$ cat src/logic/srs_pkg.sv
// Constants and types shared by the supply reset supervisor.
// Notes on behaviour
// - Reset asserted while supply is low.
// - Hold reset one timeout after supply recovers.
// - Reset polarity chosen at build time.
// - Manual low 25 us then 12 us delay.
// - Debounce manual input; open input reads high.
// - Manual low holds reset, then timeout release.
// - Warning output low while low-line indicated.
// - Any kick edge restarts the watchdog counter.
// - No kick within timeout forces reset.
// - Watchdog timeout is one of four constants.
package srs_pkg;
    // =========================================================
    // Timing
    localparam int CLK_PERIOD_NS     = 4;
    localparam int MAN_QUAL_NS       = 25000;
    localparam int MAN_DELAY_NS      = 12000;
    localparam int MAN_QUAL_CYC      = (MAN_QUAL_NS + CLK_PERIOD_NS - 1)
                                       / CLK_PERIOD_NS;
    localparam int MAN_DELAY_CYC     = MAN_DELAY_NS / CLK_PERIOD_NS;
    localparam int RESET_TIMEOUT_US  = 200;
    localparam int RESET_TIMEOUT_CYC = RESET_TIMEOUT_US * 1000
                                       / CLK_PERIOD_NS;
    localparam longint WD_OPT0_US    = 64'd6200;
    localparam longint WD_OPT1_US    = 64'd102000;
    localparam longint WD_OPT2_US    = 64'd1600000;
    localparam longint WD_OPT3_US    = 64'd25600000;
    localparam int CNT_W             = 34;
    localparam int SEL_W             = 2;

    // =========================================================
    // Supervisor states
    typedef enum logic [2:0] {
        SRS_HOLD = 3'b001,
        SRS_RUN  = 3'b010,
        SRS_WDOG = 3'b100
    } srs_state_t;

    function automatic logic [CNT_W-1:0] srs_wd_cycles(
        input logic [SEL_W-1:0] sel
    );
        longint us;
        us = WD_OPT0_US;
        case (sel)
            2'h1:    us = WD_OPT1_US;
            2'h2:    us = WD_OPT2_US;
            2'h3:    us = WD_OPT3_US;
            default: us = WD_OPT0_US;
        endcase
        return CNT_W'(us * 1000 / CLK_PERIOD_NS);
    endfunction
endpackage

$ cat src/logic/srs_debounce.sv
// Manual reset input synchroniser and qualifier.
module srs_debounce
    import srs_pkg::*;
#(
    parameter int QUAL_CYC  = MAN_QUAL_CYC,
    parameter int DELAY_CYC = MAN_DELAY_CYC
) (
    input  wire logic mclk,
    input  wire logic rst_b,
    input  wire logic manual_reset_n,
    output logic      manual_active
);
    localparam int W = $clog2(QUAL_CYC + DELAY_CYC + 2);
    localparam logic [W-1:0] TRIP = W'(QUAL_CYC + DELAY_CYC);

    logic         sync1_reg;
    logic         sync2_reg;
    logic [W-1:0] cnt_reg;
    logic [W-1:0] cnt_next;
    logic         act_reg;
    logic         act_next;

    // =========================================================
    // Qualify low level, then delay assertion
    always_comb begin
        cnt_next = cnt_reg;
        act_next = act_reg;
        if (sync2_reg) begin
            cnt_next = '0;
            act_next = 1'b0;
        end else if (cnt_reg >= TRIP) begin
            act_next = 1'b1;
        end else begin
            cnt_next = cnt_reg + W'(1);
        end
    end

    always_ff @(posedge mclk) begin
        if (!rst_b) begin
            sync1_reg <= 1'b1;
            sync2_reg <= 1'b1;
            cnt_reg   <= '0;
            act_reg   <= 1'b0;
        end else begin
            sync1_reg <= manual_reset_n;
            sync2_reg <= sync1_reg;
            cnt_reg   <= cnt_next;
            act_reg   <= act_next;
        end
    end

    assign manual_active = act_reg;

    AST_MAN_GLITCH: assert property (@(posedge mclk) disable iff (!rst_b)
        $rose(act_reg) |-> $past(cnt_reg) == TRIP)
        else $error("Manual reset asserted before qualification.");
    AST_MAN_RELEASE: assert property (@(posedge mclk) disable iff (!rst_b)
        sync2_reg |=> !act_reg)
        else $error("Manual reset stayed active after input high.");
endmodule

$ cat src/logic/srs_supervisor.sv
// Top of the supply reset supervisor with watchdog.
module srs_supervisor
    import srs_pkg::*;
#(
    parameter bit             RESET_ACTIVE_HIGH = 1'b0,
    parameter logic [SEL_W-1:0] WD_SEL          = 2'h0,
    parameter int             RESET_CYC         = RESET_TIMEOUT_CYC,
    parameter int             MAN_QUAL          = MAN_QUAL_CYC,
    parameter int             MAN_DELAY         = MAN_DELAY_CYC,
    parameter logic [CNT_W-1:0] WD_CYC          = srs_wd_cycles(WD_SEL)
) (
    input  wire logic mclk,
    input  wire logic rst_b,
    input  wire logic supply_low,
    input  wire logic low_line,
    input  wire logic manual_reset_n,
    input  wire logic watchdog_kick_in,
    output logic      cpu_reset,
    output logic      low_line_warn_n
);
    localparam logic [CNT_W-1:0] RST_LAST = CNT_W'(RESET_CYC - 1);
    localparam logic [CNT_W-1:0] WD_LAST  = WD_CYC - CNT_W'(1);

    logic             manual_active;
    logic             sl1_reg;
    logic             sl2_reg;
    logic             ll1_reg;
    logic             ll2_reg;
    logic             wk1_reg;
    logic             wk2_reg;
    logic             wk3_reg;
    srs_state_t       state_reg;
    srs_state_t       state_next;
    logic [CNT_W-1:0] cnt_reg;
    logic [CNT_W-1:0] cnt_next;
    logic             rst_reg;
    logic             rst_next;
    logic             warn_reg;
    logic             kick;
    logic             cause;

    srs_debounce #(
        .QUAL_CYC  (MAN_QUAL),
        .DELAY_CYC (MAN_DELAY)
    ) u_debounce (
        .mclk           (mclk),
        .rst_b          (rst_b),
        .manual_reset_n (manual_reset_n),
        .manual_active  (manual_active)
    );

    // =========================================================
    // Pin synchronisers
    always_ff @(posedge mclk) begin
        if (!rst_b) begin
            sl1_reg <= 1'b1;
            sl2_reg <= 1'b1;
            ll1_reg <= 1'b0;
            ll2_reg <= 1'b0;
            wk1_reg <= 1'b0;
            wk2_reg <= 1'b0;
            wk3_reg <= 1'b0;
        end else begin
            sl1_reg <= supply_low;
            sl2_reg <= sl1_reg;
            ll1_reg <= low_line;
            ll2_reg <= ll1_reg;
            wk1_reg <= watchdog_kick_in;
            wk2_reg <= wk1_reg;
            wk3_reg <= wk2_reg;
        end
    end

    assign kick  = wk2_reg ^ wk3_reg;
    assign cause = sl2_reg | manual_active;

    // =========================================================
    // Reset sequencer and watchdog
    always_comb begin
        state_next = state_reg;
        cnt_next   = cnt_reg;
        rst_next   = 1'b1;
        unique case (state_reg)
            SRS_HOLD, SRS_WDOG: begin
                if (cause) begin
                    state_next = SRS_HOLD;
                    cnt_next   = '0;
                end else if (cnt_reg >= RST_LAST) begin
                    state_next = SRS_RUN;
                    cnt_next   = '0;
                    rst_next   = 1'b0;
                end else begin
                    cnt_next = cnt_reg + CNT_W'(1);
                end
            end
            SRS_RUN: begin
                rst_next = 1'b0;
                if (cause) begin
                    state_next = SRS_HOLD;
                    cnt_next   = '0;
                    rst_next   = 1'b1;
                end else if (kick) begin
                    cnt_next = '0;
                end else if (cnt_reg >= WD_LAST) begin
                    state_next = SRS_WDOG;
                    cnt_next   = '0;
                    rst_next   = 1'b1;
                end else begin
                    cnt_next = cnt_reg + CNT_W'(1);
                end
            end
        endcase
    end

    always_ff @(posedge mclk) begin
        if (!rst_b) begin
            state_reg <= SRS_HOLD;
            cnt_reg   <= '0;
            rst_reg   <= 1'b1;
            warn_reg  <= 1'b1;
            cpu_reset <= RESET_ACTIVE_HIGH;
        end else begin
            state_reg <= state_next;
            cnt_reg   <= cnt_next;
            rst_reg   <= rst_next;
            warn_reg  <= !ll2_reg;
            cpu_reset <= rst_next ~^ RESET_ACTIVE_HIGH;
        end
    end

    assign low_line_warn_n = warn_reg;

    // =========================================================
    // Checks
    AST_SUPPLY_RESET: assert property (@(posedge mclk) disable iff (!rst_b)
        sl2_reg |=> rst_reg)
        else $error("Supply low did not assert reset.");
    AST_HOLD_TIME: assert property (@(posedge mclk) disable iff (!rst_b)
        $fell(rst_reg) |-> $past(cnt_reg) >= RST_LAST)
        else $error("Reset released before timeout.");
    AST_POLARITY: assert property (@(posedge mclk) disable iff (!rst_b)
        cpu_reset == (rst_reg ~^ RESET_ACTIVE_HIGH))
        else $error("Reset output polarity wrong.");
    AST_MANUAL_HOLD: assert property (@(posedge mclk) disable iff (!rst_b)
        manual_active |=> rst_reg)
        else $error("Manual reset did not hold reset.");
    AST_WARN: assert property (@(posedge mclk) disable iff (!rst_b)
        ll2_reg |=> !low_line_warn_n)
        else $error("Low-line warning not driven low.");
    AST_KICK: assert property (@(posedge mclk) disable iff (!rst_b)
        (state_reg == SRS_RUN && kick && !cause) |=> cnt_reg == '0)
        else $error("Kick did not restart watchdog.");
    AST_WD_FIRE: assert property (@(posedge mclk) disable iff (!rst_b)
        (state_reg == SRS_RUN && !kick && !cause && cnt_reg >= WD_LAST)
        |=> state_reg == SRS_WDOG && rst_reg)
        else $error("Watchdog expiry did not force reset.");
    AST_WD_RESTART: assert property (@(posedge mclk) disable iff (!rst_b)
        ($past(state_reg) == SRS_WDOG && state_reg == SRS_RUN)
        |-> cnt_reg == '0)
        else $error("Watchdog did not restart from zero.");
    AST_WD_SPAN: assert property (@(posedge mclk) disable iff (!rst_b)
        state_reg == SRS_RUN |-> cnt_reg <= WD_LAST)
        else $error("Watchdog count exceeded timeout.");
endmodule

$ cat config.mk
export PLATFORM = sky130hd
export DESIGN_NAME = srs_supervisor
export DESIGN_NICKNAME = d
export VERILOG_FILES = /design/src/logic/srs_pkg.sv /design/src/logic/srs_debounce.sv /design/src/logic/srs_supervisor.sv
export SDC_FILE = /design/constraint.sdc
export NUM_CORES = 1
export LEC_CHECK = 0
export ABC_AREA = 0
export BUFFER_PORTS_ARGS = -buffer_cell sky130_fd_sc_hd__buf_2
export CAP_MARGIN = 0
export CORE_ASPECT_RATIO = 0.5
export CORE_MARGIN = 2
export CORE_UTILIZATION = 61
export DETAILED_ROUTE_END_ITERATION = 16
export MAX_ROUTING_LAYER = met4
export PLACE_DENSITY = 0.88
export SYNTH_ARGS = -nofsm -noshare
export SYNTH_HDL_FRONTEND = slang
export SYNTH_HIERARCHICAL = 1
export SYNTH_SLANG_ARGS = --single-unit
$ cat constraint.sdc
create_clock -name mclk -period 2.41 [get_ports mclk]
set_clock_uncertainty 0.15 [all_clocks]
set_input_delay 0.3615 -clock mclk [delete_from_list [all_inputs] [get_ports mclk]]
set_output_delay 0.3615 -clock mclk [all_outputs]
set_load 0.02 [all_outputs]
== Word level (Yosys, flattened, before mapping) ==
Cells that the tools add are included.
W data, S select, Z words.
Storage, ports and cells
  output and inout bits: 2
  flip-flop bits (word level): 63
Operators by class
  bitwise logic cells: 4
  reductions and logical operators: 4
  magnitude comparators: 3
  mux-type cells: 18
  add/subtract/negate cells: 2
  eq/ne operators: 6
Operators by type and width (count)
  $mux W34: 5
  $pmux W34 S2: 1
  $add A34 B1 Y34 const B: 1
  $ge A34 B16 Y1 const B: 1
  $ge A34 B21 Y1 const B: 1
  $mux W3: 5
  $add A14 B1 Y14 const B: 1
  $ge A14 B14 Y1 const B: 1
  $ne A3 B3 Y1 const B: 3
  $pmux W3 S2: 1
  $mux W1: 5
  $reduce_or A2 Y1: 2
  $eq A3 B1 Y1 const B: 1
  $eq A3 B2 Y1 const B: 1
  $eq A3 B3 Y1 const B: 1
  $reduce_and A3 Y1: 1
  $not A1 Y1: 2
  $pmux W1 S2: 1
  $logic_not A1 Y1: 1
  $or A1 B1 Y1: 1
  $xor A1 B1 Y1: 1

== Longest topological paths before layout ==
  depth after elaboration: 6
  mapped depth: 8

== By module ==
Netlist, hierarchy kept.
By module, submodules not included
  srs_supervisor: instances 1, cells each 179, area each 1903.1 sq um, sequential area each 920.9 sq um
  srs_debounce: instances 1, cells each 87, area each 818.3 sq um, sequential area each 340.3 sq um

== Worst setup path before layout ==
Ideal clock, no wire load.
  kind: register -> register
  start point: register cnt_reg[10] (netlist name)
  end point: register cpu_reset
  period minus slack after synthesis: 2.084 ns
  library setup time: 0.115 ns
  arrival: 1.820 ns
  stages on the path, launching flop included: 7
  setup slack: 0.326 ns
  required time: 2.145 ns
  cells stage by stage: dfxtp_1 -> buf_6 -> or4_1 -> a32o_2 -> nor4_2 -> and2b_2 -> o21a_1
RTL lines
  to (signal assigned): line srs_supervisor.sv:127  | cpu_reset <= rst_next ~^ RESET_ACTIVE_HIGH;
  to (decl): line srs_supervisor.sv:18  | output logic cpu_reset,

==> flow_summary.json <==
{
  "status": "completed",
  "drv_slew": 0,
  "period_share_pct": 94.4,
  "hold_slack_ns": 0.0710,
  "core_sq_um": 4340,
  "crit_required_ns": 2.51,
  "die_h_um": 51.2,
  "fp.dieArea_sq_um": 5040,
  "rsz0062_at_grt": "no",
  "cts_resized": 0,
  "drc_errors": 0,
  "arrival_ns": 2.38,
  "stdcell_count": 347,
  "yosys-top-cells-area": "dfxtp_1 46%, xnor2_1 7.1%, a21oi_2 6.4%",
  "dp_cells": 334,
  "synth_commonest_cells": "63 x dfxtp_1, 27 x nor2_1, 22 x xnor2_1",
  "pin_count": 8,
  "irDropWorstVdd_mv": 0.249,
  "hpwlAfterDp_um": 3290,
  "ys_warn_count": 6,
  "async_flop_share_pct": 0,
  "clk_pin_slew_ns": 0.06,
  "synth_top_area_cell": "dfxtp_1",
  "ant_nets": 0,
  "synth-seq-cells": 63,
  "post-cts-setup-buffers": 0,
  "wl_per_cell_um": 13.9,
  "root_buffer": "clkbuf_8",
  "netlist_instances": 266,
  "die_x_um": 98.5,
  "crit_fanout": 21,
  "place_ws_ns": 0.124,
  "clock-sinks": 63,
  "hold_buffers": 0,
  "start_util_pct": 62.7,
  "insertion_delay_ns": 0.33,
  "numCtsBuffers": 9,
  "grt_use_total_pct": 21.6,
  "synth_edf_count": 0,
  "yosysSeqAreaShare_pct": 46.3,
  "finalCriticalPeriod_ns": 2.28,
  "regArea_sq_um": 1260,
  "routabilityCongestion": 0.935,
  "drive_above_1_share_pct": 21.4,
  "syn_avg_cell_area_sq_um": 10.2,
  "crit_type": "flop to flop",
  "start_kind": "flop",
  "dr.pass1.iters": 4,
  "clockBufferDepth": 2,
  "fin_nets": 297,
  "ys.flop_type": "dfxtp_1",
  "setup_violations": 0,
  "grt_remaining_overflow": 0,
  "largest_register_ffs": 34,
  "finalHoldViolCount": 0,
  "endpoint_kind": "flop",
  "tightest_slew_ns": 0.580,
  "cts_tree": "done",
  "area_growth_pct": 8.74,
  "grt_max_degree": 22,
  "hp-class": "input pin to flop",
  "worst_slack_ns": 0.135,
  "rows": 17,
  "grt_first_pass_wirelength_um": 8180,
  "slew-limit-headroom_pct": 61.0,
  "fmax_ghz": 0.440,
  "dr_total_vias": 1964,
  "antenna_cells": 0,
  "synth.most_common_cell": "dfxtp_1",
  "antenna_found_initial": 0,
  "n_fill_cell": 338,
  "synth_area_sq_um": 2720,
  "drt_iter0_drc": 64,
  "port_buffers": 7,
  "power_density_nw_per_um2": 618,
  "viasPerCell": 5.66,
  "leakage_nw": 1.03,
  "maxCapViolations": 0,
  "cts_max_level": 3,
  "fin_setup_tns_ns": 0,
  "yosys.area.top_type_share_pct": 46.3,
  "ys_types": 56,
  "multi_input_area_sq_um": 1400,
  "grt_pass1_vias": 1872,
  "wirelength_um": 4810
}
-- critical path, stage by stage, from the launching register on --
cell and delay [ns]:
dfxtp_1 0.34, ha_1 0.24, and3_2 0.25, o311a_2 0.37, nor4_2 0.28, nand3_2 0.11, buf_4 0.26, a21boi_0 0.19
-- path summary, 6_finish.rpt --
kind	startpoint	depth (start not counted)	slack, ns	end
setup / recovery	cnt_reg[0]	7	0.13	cnt_reg[1]
hold / removal	supply_low	2	0.07	sl1_reg
setup reg to reg	cnt_reg[0]	7	0.13	cnt_reg[1]
hold reg to reg	ll2_reg	1	0.22	low_line_warn_n
-- layout make-up --
type | count | share of cell area [%]
inverter | 3 | 0.381
clock buffer | 11 | 4.78
timing repair buffer | 11 | 2.20
clock inverter | 2 | 0.338
multi-input combinational | 200 | 47.3
tap | 57 | 2.41
sequential | 63 | 42.6
-- cells in the final DEF, fill, tap and decap left out, types with 2 or more instances in the layout --
cell type  count
clkbuf_8      10
nor4_1         6
nand2b_1       5
dfxtp_1       63
nand3_1       12
and2b_2        2
and4_2         3
and4_1         3
clkinv_2       2
a211o_1        2
o21ai_0        2
inv_1          3
and2_1         5
buf_2          7
nand4_1        8
o211a_1        2
nor4b_2        2
buf_4          4
a211oi_1       2
ha_1           3
xnor2_1       22
nor3b_1        6
and3_1         2
nand2_1       11
nor3_1         8
xor2_1        10
conb_1        13
a21oi_2       21
nor2_1        27
-- cells by family (layout without fill, tap and decap cells) --
family	after synthesis	after routing	synth area share, %
AND/OR/NAND/NOR	110	110	24.3
flip-flops	63	63	46.3
AO/OA/AOI/OAI	41	41	13.1
XOR/XNOR	32	32	10.3
buffers and inverters	15	27	4.05
adder cells (fa/ha/maj)	3	3	1.38
other	1	13	0.138
multiplexers	1	1	0.414
-- power by group --
part           switching [mW]  internal, mW  total (mW)
registers             0.00707          1.06        1.07
logic                  0.0171        0.0124      0.0295
clock network           0.349         0.380       0.729
-- layer usage --
metal	wire length, um	share of wire [%]	global-route usage, %	vias up
met4	114	2.4	10.3	0
met2	2370	49	36.3	35
li1	-	-	-	977
met1	2140	44	23.9	938
met5	0	0	-	-
met3	183	3.8	7.11	14
-- per-stage QoR --
stage	instance area, sq um	power (mW)	util (%)
4_1_cts	2960	1.85	68.1
2_1_floorplan	2770	1.11	-
3_3_place_gp	2800	1.12	64.6
5_1_grt	2960	1.89	68.2
3_5_place_dp	2800	1.12	64.6
6_report	2960	1.83	68.2
Note: power is estimated with default switching activity, not from simulation.
